--- src/rtl/dual_adc_defs.vh ---
// constants for the dual-channel serial readout block
// assumes mclk at 10 MHz and a host serial clock well below it
`ifndef DUAL_ADC_DEFS_VH
`define DUAL_ADC_DEFS_VH
`define NULL_BITS 4
`define RESULT_BITS 12
`define FRAME_BITS 32
`define SECOND_START 16
`define CLK_PERIOD_NS 100
`define SCLK_MIN_MHZ_X10 16
`define SCLK_MAX_MHZ_X10 64
`define RATE_MIN_KSPS 50
`define RATE_MAX_KSPS 200
`define BUF_DEPTH 2
`endif

--- src/rtl/dual_adc_readout.v ---
// serial readout of a dual-channel 12-bit simultaneous-sampling converter
// assumes serial clock and chip select are asynchronous host pins that
// run well below mclk; digitised samples come in on a valid/ready port
// and that a source may offer a pair at any time; it moves only while sampleReady is high
`timescale 1ns/10ps
`include "dual_adc_defs.vh"

// What this block does
// - each frame is 4 null bits, first result, 4 null bits, second.
// - data changes on falling serial clock, host samples on rising.
// - the serial clock both shifts data and steps the conversion.
// - chip select is active low; high means power-down.
// - a conversion starts at the falling edge of chip select.
// - each result is a signed two's-complement 12-bit value.
// - both channels are sampled at the same instant.
// - one clock, one select and one data line serve both channels.
module dual_adc_readout
(
    input wire mclk,
    input wire rst,
    input wire sclk,
    input wire csN,
    output reg sdo,
    output reg sampleHold,
    output reg powerDown,
    output reg convStep,
    output reg frameDone,
    input wire sampleValid,
    output reg sampleReady,
    input wire [11:0] firstChannel,
    input wire [11:0] secondChannel
);
    // one-hot frame states
    localparam ST_IDLE = 3'b001;
    localparam ST_ACTIVE = 3'b010;
    localparam ST_DONE = 3'b100;

    reg sclkMeta_q;
    reg sclkSync_q;
    reg sclkPrev_q;
    reg csMeta_q;
    reg csSync_q;
    reg csPrev_q;
    reg [2:0] state_q;
    reg [5:0] bitCnt_q;
    reg [23:0] pair_q;
    reg [23:0] shot_q;
    wire bufInReady;
    wire bufOutValid;
    wire [23:0] bufOutData;
    wire sclkFall;
    wire sclkRise;
    wire csFall;
    wire csHigh;
    wire takePair;
    wire takeIn;
    wire sampleReady_d;

    // null bits read as zero, result bits msb first
    function frame_bit;
        input [5:0] idx;
        input [23:0] pair;
        begin
            if (idx < `NULL_BITS)
                frame_bit = 1'b0;
            else if (idx < `SECOND_START)
                frame_bit = pair[23 - (idx - `NULL_BITS)];
            else if (idx < `SECOND_START + `NULL_BITS)
                frame_bit = 1'b0;
            else if (idx < `FRAME_BITS)
                frame_bit = pair[11 - (idx - `SECOND_START - `NULL_BITS)];
            else
                frame_bit = 1'b0;
        end
    endfunction

    // high-to-low step between two synchronised samples
    function went_low;
        input older;
        input newer;
        begin
            went_low = older && !newer;
        end
    endfunction

    // both pins are asynchronous: two flops before any logic looks
    // cost: up to three mclk of lag per edge, so each serial clock
    // phase must last several mclk periods
    always @(posedge mclk or posedge rst)
    begin
        if (rst)
        begin
            sclkMeta_q <= 1'b0;
            sclkSync_q <= 1'b0;
            sclkPrev_q <= 1'b0;
            csMeta_q <= 1'b1;
            csSync_q <= 1'b1;
            csPrev_q <= 1'b1;
        end
        else
        begin
            sclkMeta_q <= sclk;
            sclkSync_q <= sclkMeta_q;
            sclkPrev_q <= sclkSync_q;
            csMeta_q <= csN;
            csSync_q <= csMeta_q;
            csPrev_q <= csSync_q;
        end
    end

    assign sclkFall = went_low(sclkPrev_q, sclkSync_q);
    assign sclkRise = !sclkPrev_q && sclkSync_q;
    assign csFall = went_low(csPrev_q, csSync_q);
    assign csHigh = csSync_q;
    // a pair is latched at most once per frame, at the select edge when the buffer holds one
    assign takePair = csFall && bufOutValid;

    // a pair moves only when the source sees ready; ready must promise
    // room at the next edge, else a word is dropped into a full buffer
    assign takeIn = sampleValid && sampleReady;
    assign sampleReady_d = !((!bufInReady || (bufOutValid && takeIn))
        && !takePair);

    // sample pair buffer: source stalls while both slots hold data
    sample_buffer u_buf
    (
        .mclk(mclk),
        .rst(rst),
        .inValid(takeIn),
        .inReady(bufInReady),
        .inData({firstChannel, secondChannel}),
        .outValid(bufOutValid),
        .outReady(takePair),
        .outData(bufOutData)
    );

    // frame sequencer driven by edges of the host serial clock
    // select high wins: a cut frame is dropped, never resumed
    always @(posedge mclk or posedge rst)
    begin
        if (rst)
        begin
            state_q <= ST_IDLE;
            bitCnt_q <= 6'h00;
            shot_q <= 24'h000000;
            pair_q <= 24'h000000;
            sdo <= 1'b0;
            sampleHold <= 1'b0;
            powerDown <= 1'b1;
            convStep <= 1'b0;
            frameDone <= 1'b0;
            sampleReady <= 1'b0;
        end
        else
        begin
            sampleReady <= sampleReady_d;
            convStep <= 1'b0;
            frameDone <= 1'b0;
            sampleHold <= 1'b0;
            powerDown <= csHigh;
            if (takePair)
                pair_q <= bufOutData; // twos complement kept as is
            if (csHigh)
            begin
                // select high ends any frame at once and stops output
                state_q <= ST_IDLE;
                bitCnt_q <= 6'h00;
                sdo <= 1'b0;
            end
            else
            begin
                case (state_q)
                    ST_IDLE:
                    begin
                        if (csFall)
                        begin
                            state_q <= ST_ACTIVE;
                            sampleHold <= 1'b1;
                            bitCnt_q <= 6'h00;
                            sdo <= 1'b0; // first null bit
                            if (bufOutValid)
                                shot_q <= bufOutData;
                            else
                                shot_q <= pair_q; // repeat last pair
                        end
                    end
                    ST_ACTIVE:
                    begin
                        // shift on falling edge only
                        if (sclkFall)
                        begin
                            bitCnt_q <= bitCnt_q + 6'h01;
                            sdo <= frame_bit(bitCnt_q + 6'h01,
                                shot_q);
                            if (bitCnt_q == `FRAME_BITS - 1)
                            begin
                                state_q <= ST_DONE;
                                frameDone <= 1'b1;
                                sdo <= 1'b0;
                            end
                        end
                        if (sclkRise)
                            convStep <= 1'b1;
                    end
                    ST_DONE:
                    begin
                        sdo <= 1'b0; // extra clocks give zeros
                    end
                    default:
                    begin
                        state_q <= ST_IDLE;
                    end
                endcase
            end
        end
    end
endmodule // dual_adc_readout

--- src/rtl/sample_buffer.v ---
// two-entry buffer carrying a sampled pair of results
// assumes both sides are on mclk; valid/ready handshake on each side
`timescale 1ns/10ps
module sample_buffer
(
    input wire mclk,
    input wire rst,
    input wire inValid,
    output wire inReady,
    input wire [23:0] inData,
    output wire outValid,
    input wire outReady,
    output reg [23:0] outData
);
    reg [23:0] slot0_q;
    reg [23:0] slot1_q;
    reg [1:0] count_q;
    wire push;
    wire pop;

    // two slots: head in slot0, tail in slot1
    assign inReady = (count_q != 2'h2);
    assign outValid = (count_q != 2'h0);
    assign push = inValid && inReady;
    assign pop = outValid && outReady;

    // read data always comes from a register
    always @*
    begin
        outData = slot0_q;
    end

    // shift on pop so the head stays in slot0
    always @(posedge mclk or posedge rst)
    begin
        if (rst)
        begin
            slot0_q <= 24'h000000;
            slot1_q <= 24'h000000;
            count_q <= 2'h0;
        end
        else
        begin
            case ({push, pop})
                2'b10:
                begin
                    if (count_q == 2'h0)
                        slot0_q <= inData;
                    else
                        slot1_q <= inData;
                    count_q <= count_q + 2'h1;
                end
                2'b01:
                begin
                    slot0_q <= slot1_q;
                    count_q <= count_q - 2'h1;
                end
                2'b11:
                begin
                    if (count_q == 2'h1)
                        slot0_q <= inData;
                    else
                    begin
                        slot0_q <= slot1_q;
                        slot1_q <= inData;
                    end
                end
                default:
                begin
                    count_q <= count_q;
                end
            endcase
        end
    end
endmodule // sample_buffer
--- config.mk ---
export PLATFORM = sky130hd
export DESIGN_NAME = dual_adc_readout
export DESIGN_NICKNAME = d
export VERILOG_FILES = /design/src/rtl/dual_adc_readout.v /design/src/rtl/sample_buffer.v
export VERILOG_INCLUDE_DIRS = /design/src /design/src/rtl
export SDC_FILE = /design/constraint.sdc
export NUM_CORES = 1
export LEC_CHECK = 0
export BUFFER_PORTS_ARGS = -buffer_cell sky130_fd_sc_hd__buf_2
export CORE_AREA = 4 4 128 99
export CTS_CLUSTER_SIZE = 20
export DETAILED_ROUTE_END_ITERATION = 12
export DIE_AREA = 0 0 132 103
export PLACE_DENSITY = 0.7
export REMOVE_ABC_BUFFERS = 1
export SETUP_SLACK_MARGIN = 0.5
export SYNTH_ARGS = -nofsm -noshare
export SYNTH_HDL_FRONTEND = slang
export SYNTH_HIERARCHICAL = 1
export SYNTH_SLANG_ARGS = --single-unit
--- constraint.sdc ---
create_clock -name mclk -period 9.3 [get_ports mclk]
set_input_delay 2.79 -clock mclk [delete_from_list [all_inputs] [get_ports mclk]]
set_output_delay 2.79 -clock mclk [all_outputs]
set_load 0.005 [all_outputs]
# [Yosys cells after proc, flatten, opt, wreduce, memory -nomap -nowiden]
# Cells that the tools add are included.
[word_totals] register_bits=118 inputBits=29 output_inout_bits=6 wordCells=118
[op_classes] add_sub_neg=8 magnitude_cmp=6 eq_ne=16 mux=40 bitwise_logic=1 reduce_logical=29
[ops] operator="$mux W24" count=5
[ops] operator="$pmux W24 S3" count=1
[ops] operator="$lt A32 B6 Y1 const B" count=2
[ops] operator="$pmux W24 S2" count=1
[ops] operator="$mux W1" count=20
[ops] operator="$mux W6" count=3
[ops] operator="$lt A6 B5 Y1 const B" count=2
[ops] operator="$mux W3" count=4
[ops] operator="$pmux W6 S2" count=1
[ops] operator="$reduce_and A3 Y1" count=4
[ops] operator="$bmux W1 S5" count=2
[ops] operator="$logic_and A1 B1 Y1" count=9
[ops] operator="$ne A3 B3 Y1 const B" count=3
[ops] operator="$pmux W3 S3" count=1
[ops] operator="$sub A5 B8 Y9 const A" count=1
[ops] operator="$ne A2 B2 Y1 const B" count=4
[ops] operator="$sub A6 B7 Y8 const A" count=1
[ops] operator="$sub A7 B4 Y8 const B" count=1
[ops] operator="$sub A6 B3 Y7 const B" count=1
[ops] operator="$sub A6 B5 Y7 const B" count=1
[ops] operator="$add A6 B1 Y6 const B" count=1
[ops] operator="$eq A6 B5 Y1 const B" count=1
[ops] operator="$logic_not A1 Y1" count=6
[ops] operator="$lt A6 B3 Y1 const B" count=1
[ops] operator="other kinds (19)" count=24

# [Depth between registers and ports, before layout]
# Gate-level depths: netlist of the first run.
[logic_depth] depth_word=14 ltp_mapped=17 mapped_depth_nobuf=11

# [Modules after synthesis]
# Netlist of the first run, hierarchy kept.
[by_module_without_submodules] module="dual_adc_readout" instances=1 cells_per_inst=324 area_each_um2=3141.8 seq_area_each_um2=1706.6
[by_module_without_submodules] module="sample_buffer" instances=1 cells_per_inst=220 area_each_um2=2443.6 seq_area_each_um2=1251.2

# [Least setup slack after synthesis of the first run]
# No wires, ideal clock.
[synth_timing] path_type="input-to-reg" from="input port sampleValid" to="register u_buf.slot1_q[0]" setup_time_ns=0.125 arrival_time_ns=4.278 required_time_ns=9.175 setup_slack_ns=4.897 stages=9 path_buffers=2 cell_sequence="and2_1 nand2b_1 inv_1 ha_1 nor2b_4 buf_6 o21ai_4 buf_6 mux2_2"
[synth_between] elab_chain_cells=5 elab_cells_between_ends=9 classes_between="eq/ne (4); mux (1); reduce/logical (4)"
[synth_lines] item="from (decl)" line_no="dual_adc_readout.v:28" text="input wire sampleValid,"
[synth_lines] item="$logic_and A1 B1 Y1 (*)" line_no="dual_adc_readout.v:120" text="assign takeIn = sampleValid && sampleReady;"
[synth_lines] item="$logic_and A1 B1 Y1 (*)" line_no="sample_buffer.v:24" text="assign push = inValid && inReady;"
[synth_lines] item="$eq A2 B2 Y1" line_no="sample_buffer.v:44" text="case ({push, pop})"
[synth_lines] item="$ne A2 B2 Y1 (no line) / $reduce_bool A2 Y1 (equally long branches)"
[synth_lines] item="$reduce_and A3 Y1 (no line)"
[synth_lines] item="to (signal assigned)" line_no="sample_buffer.v:50" text="slot1_q <= inData;"
[synth_lines] item="to (signal assigned)" line_no="sample_buffer.v:65" text="slot1_q <= inData;"
[synth_lines] item="to (decl)" line_no="sample_buffer.v:16" text="reg [23:0] slot1_q;"
# Every way passes the cells marked *; elsewhere a longest branch is shown, timed or not.
# A chain may end at the register's enable or synchronous reset.

# [Worst setup path in the final report of the first run]
[layout_timing] from="register u_buf.count_q[0]" to="register u_buf.slot1_q[3]"
[layout_between] elab_chain_cells=6 elab_cells_between_ends=14 classes_between="eq/ne (6); mux (1); reduce/logical (7)"
[layout_lines] item="from (decl)" line_no="sample_buffer.v:17" text="reg [1:0] count_q;"
[layout_lines] item="from (signal assigned)" line_no="sample_buffer.v:51" text="count_q <= count_q + 2'h1;"
[layout_lines] item="from (signal assigned)" line_no="sample_buffer.v:56" text="count_q <= count_q - 2'h1;"
[layout_lines] item="from (signal assigned)" line_no="sample_buffer.v:70" text="count_q <= count_q;"
[layout_lines] item="$reduce_bool A2 Y1 (*)" line_no="sample_buffer.v:23" text="assign outValid = (count_q != 2'h0);"
[layout_lines] item="named net bufOutValid" line_no="dual_adc_readout.v:49" text="wire bufOutValid;"
[layout_lines] item="$logic_and A1 B1 Y1" line_no="dual_adc_readout.v:116" text="assign takePair = csFall && bufOutValid;"
[layout_lines] item="$logic_and A1 B1 Y1 (*)" line_no="sample_buffer.v:25" text="assign pop = outValid && outReady;"
[layout_lines] item="$eq A2 B2 Y1" line_no="sample_buffer.v:44"
[layout_lines] item="$ne A2 B2 Y1 (no line) / $reduce_bool A2 Y1 (equally long branches)"
[layout_lines] item="$reduce_and A3 Y1 (no line)"
# Mark *: on every way through the listed nets, which the timed path passes. The rest lies on a longest branch.

==> results.json, run 1 <==
{
  "dp_hpwl_um": 7430,
  "whs_path_depth": 0,
  "antenna_found_initial": 0,
  "final_cell_area_sq_um": 6340,
  "powerDensity_nw_per_um2": 330,
  "holdBufCountCts": 0,
  "grt_pass1_wl_um": 19500,
  "path_class": "flip-flop to flip-flop",
  "place.gp.congestion": 0.791,
  "grt_overflow": 0,
  "die_area_sq_um": 13600,
  "clock.fmax_mhz": 190,
  "multi_input_comb_area_sq_um": 2380,
  "post_drt_wl_per_cell_um": 16.2,
  "drv_cap": 0,
  "wirelength_um": 11600,
  "synth-seq-cells": 118,
  "io_pins": 35,
  "worst_pin_slew_ns": 1.02,
  "port-buffer-count": 34,
  "ir_worst_vdd_mv": 0.147,
  "finClkSkew_ns": 0.0105,
  "synth_top_cell_by_area": "dfrtp_1",
  "synth_edf_count": 0,
  "path_max_fanout": 50,
  "area_delta_synth_final_pct": 13.4,
  "period_share_pct": 56.5,
  "clock_latency_ns": 0.41,
  "ant_nets": 0,
  "holdCritPathClass": "flip-flop to flip-flop",
  "antenna_cells": 0,
  "grt_pass1_vias": 3891,
  "slew_violations": 0,
  "status": "finished, final reports clean",
  "dr.pass1.iters": 5,
  "grt_use_total_pct": 18.0,
  "cts_tree": "yes",
  "rsz0062_at_grt": "no",
  "rows": 34,
  "ys_warn_count": 6,
  "max-clock-path-buffers": 2,
  "r2r_cells": 11,
  "cts_resized": 0,
  "syn_area_sq_um": 5590,
  "startpoint_type": "flip-flop",
  "regArea_sq_um": 2960,
  "end_kind": "flip-flop",
  "async_flop_share_pct": 100,
  "die-width_um": 132,
  "grt_max_degree": 69,
  "detail_route.iter0.violations": 236,
  "synth.distinct_cells": 46,
  "cts_buffers": 17,
  "drc": 0,
  "root_buffer": "clkbuf_16",
  "core_sq_um": 11400,
  "seq_area_frac_synth_pct": 53.0,
  "postSynthAreaPerCell_sq_um": 10.3,
  "num_vias": 4067,
  "final_hold_viol_count": 0,
  "fin_setup_tns_ns": 0,
  "ys.flop_type": "dfrtp_1",
  "p_leak_nw": 2.89,
  "layout-drive-gt1-share_pct": 19.0,
  "clkSinkCount": 118,
  "routed_via_density": 5.66,
  "die_y_um": 103,
  "finalPower_mw": 2.09,
  "fin_crit_ns": 5.26,
  "yosysTopAreaCellShare_pct": 51.1,
  "slew_headroom_pct": 32.0,
  "critPathRequiredTime_ns": 9.59,
  "placed_area_sq_um": 5760,
  "post_cts_buffers": 0,
  "clk_pin_slew_worst_paths_ns": 0.05,
  "arrival_ns": 5.54,
  "synth_cells": 544,
  "nFillCells": 1021,
  "finalSetupViolations": 0,
  "synth_area_leaders": "dfrtp_1 (51%), nand2_1 (7.3%), o21ai_0 (5.5%)",
  "layout.nets": 598,
  "clock_tree.htree_level_count": 4,
  "initial_core_util_pct": 48.8
}
## kinds of logic (layout without fill, tap and decap cells)
group                    Yosys count  count (layout)  synth area share, %
flip-flops                       118             118                 53.0
multiplexers                      58              58                 12.0
buffers and inverters             51              81                 4.50
adder cells (fa/ha/maj)            8               8                 1.79
AO/OA/AOI/OAI                    132             132                 14.3
AND/OR/NAND/NOR                  173             173                 13.8
XOR/XNOR                           4               4                0.627
## synth_stat cells, types with 6 or more instances
master,n
ha_1,8
nand2b_1,6
clkbuf_1,15
a31oi_1,24
nor3_1,27
dfrtp_1,114
nor2_1,10
nand2_1,109
mux2i_1,28
mux2_2,26
o21ai_0,61
inv_1,9
buf_2,18
a21oi_1,9
o211ai_1,25
nor2b_1,6
## stage by stage
step                      util [%]  instances  hold WS [ns]  setup slack, ns
after floorplan                  -        504         0.331             4.31
after global placement        50.3        686         0.344             4.28
after detailed placement      50.3        686         0.336             4.04
after CTS                     55.4        718         0.359             4.03
after global routing          55.4        718         0.364             3.60
final                         55.4        718         0.356             4.04
## final cells by class
cell class	instances	share of cell area (%)
Clock buffer	18	6.77
Clock inverter	14	2.39
Inverter	11	0.652
Multi-Input combinational cell	375	37.5
Sequential cell	118	46.7
Tap cell	144	2.84
Timing Repair Buffer	38	3.16
## registers in the layout, indices dropped and copies added (netlist names)
| signal | cells |
|---|---|
| sclkMeta_q | 1 |
| bitCnt_q | 6 |
| sampleHold | 1 |
| sdo | 1 |
| csHigh | 1 |
| convStep | 1 |
| u_buf/count_q | 2 |
| powerDown | 1 |
| csMeta_q | 1 |
| shot_q | 24 |
| state_q | 3 |
| u_buf/slot1_q | 24 |
| sampleReady | 1 |
| sclkSync_q | 1 |
| frameDone | 1 |
| u_buf/outData | 24 |
| sclkPrev_q | 1 |
| pair_q | 24 |
## final timing paths
path	from	endpoint	slack [ns]
min reg2reg	sclkMeta_q	sclkSync_q	0.36
min in group asynchronous	rst	u_buf/outData[15]	2.64
max in group asynchronous	rst	u_buf/slot1_q[10]	6.02
max reg2reg	u_buf/count_q[0]	u_buf/slot1_q[3]	4.04
max	u_buf/count_q[0]	u_buf/slot1_q[3]	4.04
min	sclkMeta_q	sclkSync_q	0.36
## layer usage
| layer | global-route usage (%) | vias to the layer above | share of wire [%] | wire length, um |
|---|---|---|---|---|
| li1 | - | 1965 | - | - |
| met1 | 25.9 | 1946 | 49 | 5710 |
| met2 | 27.0 | 141 | 44 | 5120 |
| met3 | 4.78 | 15 | 5.8 | 671 |
| met4 | 5.25 | 0 | 0.96 | 111 |
| met5 | 0 | - | 0 | 0 |
## layout by cell type (no fill, tap or decap), drive strengths merged, types with 8 or more instances in the layout
cell,instances
a21oi,9
a31oi,24
buf,38
clkbuf,18
dfrtp,114
ha,8
inv,14
mux2,26
mux2i,28
nand2,109
nor2,10
nor3,27
o211ai,25
o21ai,63
## worst max-delay path, cell delays in order, from the launching register on
cell	delay, ns
dfrtp_1	0.38
inv_1	0.08
ha_1	0.24
inv_1	0.09
nand3b_1	0.65
inv_2	0.64
nand2b_1	0.61
inv_2	0.82
ha_1	0.31
nor2b_4	0.57
o21ai_4	0.35
mux2_2	0.36
## where the power goes
part | internal [mW] | total (mW) | switching, mW
Combinational | 0.265 | 0.576 | 0.311
Sequential | 0.735 | 0.881 | 0.145
Clock | 0.396 | 0.634 | 0.238
Total | 1.40 | 2.09 | 0.694
No activity file was read; power rests on OpenSTA's default activity.
==> run 2: changes to the inputs <==
Settings changed: ABC_AREA set to 1, CORE_AREA 4 4 128 99 to 4 4 129 100, DIE_AREA 0 0 132 103 to 0 0 133 104.
Clock period 9.3 ns to 5.4 ns, I/O delays scaled along.
==> results.json, run 2 <==
{
  "area_delta_synth_final_pct": 13.8,
  "grt_pass1_wl_um": 20400,
  "synth_cells": 705,
  "antenna_found_initial": 0,
  "drc": 0,
  "crit_top_cell": "nand2_1",
  "min_to": "csHigh",
  "path_class": "flip-flop to flip-flop",
  "rsz0062_at_grt": "no",
  "post_drt_wl_per_cell_um": 12.8,
  "regArea_sq_um": 2960,
  "syn_area_sq_um": 5720,
  "final_common_cell": "nand2_1",
  "post_cts_buffers": 0,
  "cpPeakStageDelay_ns": 0.43,
  "fin_setup_tns_ns": 0,
  "place.gp.congestion": 0.809,
  "finClkSkew_ns": 0.0103,
  "synth_edf_count": 0,
  "whs_path_depth": 0,
  "end_kind": "flip-flop",
  "drv_cap": 0,
  "crit_slowest_cell": "nand3_2",
  "holdCritStartpoint": "csMeta_q",
  "rrSetupSlack_ns": 1.94,
  "layout.nets": 765,
  "wirelength_um": 11600,
  "worst-path-buf-inv": 6,
  "die-width_um": 133,
  "layout-drive-gt1-share_pct": 13.1,
  "synth_area_leaders": "dfrtp_1 (50%), nand2_1 (17%), inv_1 (5.8%)",
  "clk_pin_slew_worst_paths_ns": 0.05,
  "crit_family": "simple AND/OR/NAND/NOR gates",
  "dp_hpwl_um": 7720,
  "synth_common_cells": "nand2_1 (258), dfrtp_1 (114), inv_1 (88), nand3_1 (51), o21ai_0 (46)",
  "grt_use_total_pct": 18.0,
  "detail_route.iter0.violations": 354,
  "slew_headroom_pct": 30.6,
  "ys.flop_type": "dfrtp_1",
  "grt_max_degree": 51,
  "startpoint_type": "flip-flop",
  "p_leak_nw": 3.41,
  "core_sq_um": 11500,
  "worst_pin_slew_ns": 1.04,
  "yosysTopAreaCellShare_pct": 49.9,
  "ys_warn_count": 6,
  "clock.fmax_mhz": 289,
  "synth_top_cell_by_area": "dfrtp_1",
  "path_max_fanout": 41,
  "cts_tree": "yes",
  "path_cells": "inv_1 > ha_1 > inv_2 > buf_4 > nand2_1 > buf_4 > inv_1 > nand2_4 > inv_4 > ha_1 > nand2_1 > nand3_2 > nand2_1 > nand2_1 > nand2_1 > nand2_1",
  "r2r_end": "u_buf/outData[10]",
  "synth.distinct_cells": 36,
  "die_y_um": 104,
  "fin_crit_ns": 3.46,
  "initial_core_util_pct": 49.6,
  "cts_resized": 0,
  "nFillCells": 1018,
  "ant_nets": 0,
  "finalSetupViolations": 0,
  "grt_overflow": 0,
  "rows": 34,
  "port-buffer-count": 34,
  "multi_input_comb_area_sq_um": 2160,
  "holdCritPathClass": "flip-flop to flip-flop",
  "powerDensity_nw_per_um2": 567,
  "slew_violations": 0,
  "clock_latency_ns": 0.41,
  "period_share_pct": 64.1,
  "ir_worst_vdd_mv": 0.275,
  "worstReg2RegStart": "u_buf/count_q[0]",
  "max-clock-path-buffers": 2,
  "antenna_cells": 0,
  "routed_via_density": 4.99,
  "clock_tree.htree_level_count": 4,
  "cts_buffers": 17,
  "grt_pass1_vias": 4440,
  "async_flop_share_pct": 100,
  "root_buffer": "clkbuf_16",
  "r2r_cells": 16,
  "num_vias": 4509,
  "clkSinkCount": 118,
  "status": "finished, final reports clean",
  "final_hold_viol_count": 0,
  "critPathRequiredTime_ns": 5.69,
  "postSynthAreaPerCell_sq_um": 8.11,
  "arrival_ns": 3.75,
  "seq_area_frac_synth_pct": 51.7,
  "holdBufCountCts": 0,
  "dr.pass1.iters": 5,
  "synth.most_common_cell": "nand2_1",
  "io_pins": 35,
  "layout_common_cells": "nand2_1 (258), dfrtp_1 (114), inv_1 (86)",
  "synth-seq-cells": 118,
  "holdWs_ns": 0.355,
  "die_area_sq_um": 13800
}
-- run 2: cell types whose count changed in the layout (fill, tap and decap cells not counted), moves of 7 or more --
cell,before,now
o21ai_0,61,46
a31oi_1,24,5
o21ai_1,1,22
nor3_1,27,3
mux2_2,26,0
nor2_1,10,19
nand3_1,3,51
mux2i_1,28,0
a21oi_1,9,2
nand2_1,109,258
inv_1,7,86
-- run 2: per-stage QoR --
step	area, sq um	util [%]	setup slack [ns]	total power [mW]	instances
2_1_floorplan	5470	-	1.71	2.20	671
3_3_place_gp	5870	50.9	2.17	2.44	871
3_5_place_dp	5870	50.9	2.02	2.50	871
4_1_cts	6500	56.4	1.98	3.71	903
5_1_grt	6500	56.4	1.56	3.96	903
6_report	6500	56.4	1.94	3.69	903
-- run 2: how the worst max path moves through the flow --
stage / slack (ns) / endpoint / depth (start not counted) / startpoint
floorplan: 1.71 / u_buf/slot1_q[12] / 9 / u_buf/count_q[0]
global placement: 2.17 / u_buf/outData[6] / 12 / sampleValid
detailed placement: 2.02 / u_buf/slot1_q[17] / 14 / u_buf/count_q[0]
CTS: 1.98 / u_buf/outData[20] / 16 / u_buf/count_q[0]
global route: 1.56 / u_buf/slot1_q[7] / 15 / u_buf/count_q[0]
finish: 1.94 / u_buf/outData[10] / 16 / u_buf/count_q[0]
-- run 2: report_power, final --
group | leakage [nW] | internal (mW) | switching (mW)
sequential | 1.48 | 1.25 | 0.197
clock | 0.301 | 0.793 | 0.402
combinational | 1.63 | 0.350 | 0.692
-- run 2: layout make-up --
cell class | instances | share of cell area [%]
inverter | 94 | 5.46
clock inverter | 13 | 2.75
timing repair buffer | 38 | 3.08
tap | 162 | 3.12
multi-input combinational | 459 | 33.2
sequential | 118 | 45.5
clock buffer | 19 | 6.96
-- run 2: routing by layer --
layer	vias up	global-route usage [%]	part of all wire, %
met5	-	0	0
met4	0	6.97	1.3
met3	15	4.84	3.8
met2	89	28.4	48
met1	2149	23.8	47
li1	2256	-	-
-- run 2: cells by family (layout without fill, tap and decap cells) --
logic type	after synthesis	in the layout	synth area share, %
DFF	118	118	51.7
xor gates and xnor gates	4	4	0.613
and+or+nand+nor	345	345	24.9
buffers and inverters	128	164	10.5
AOI/OAI and AO/OA	102	102	10.4
adders and majority gates	8	8	1.75
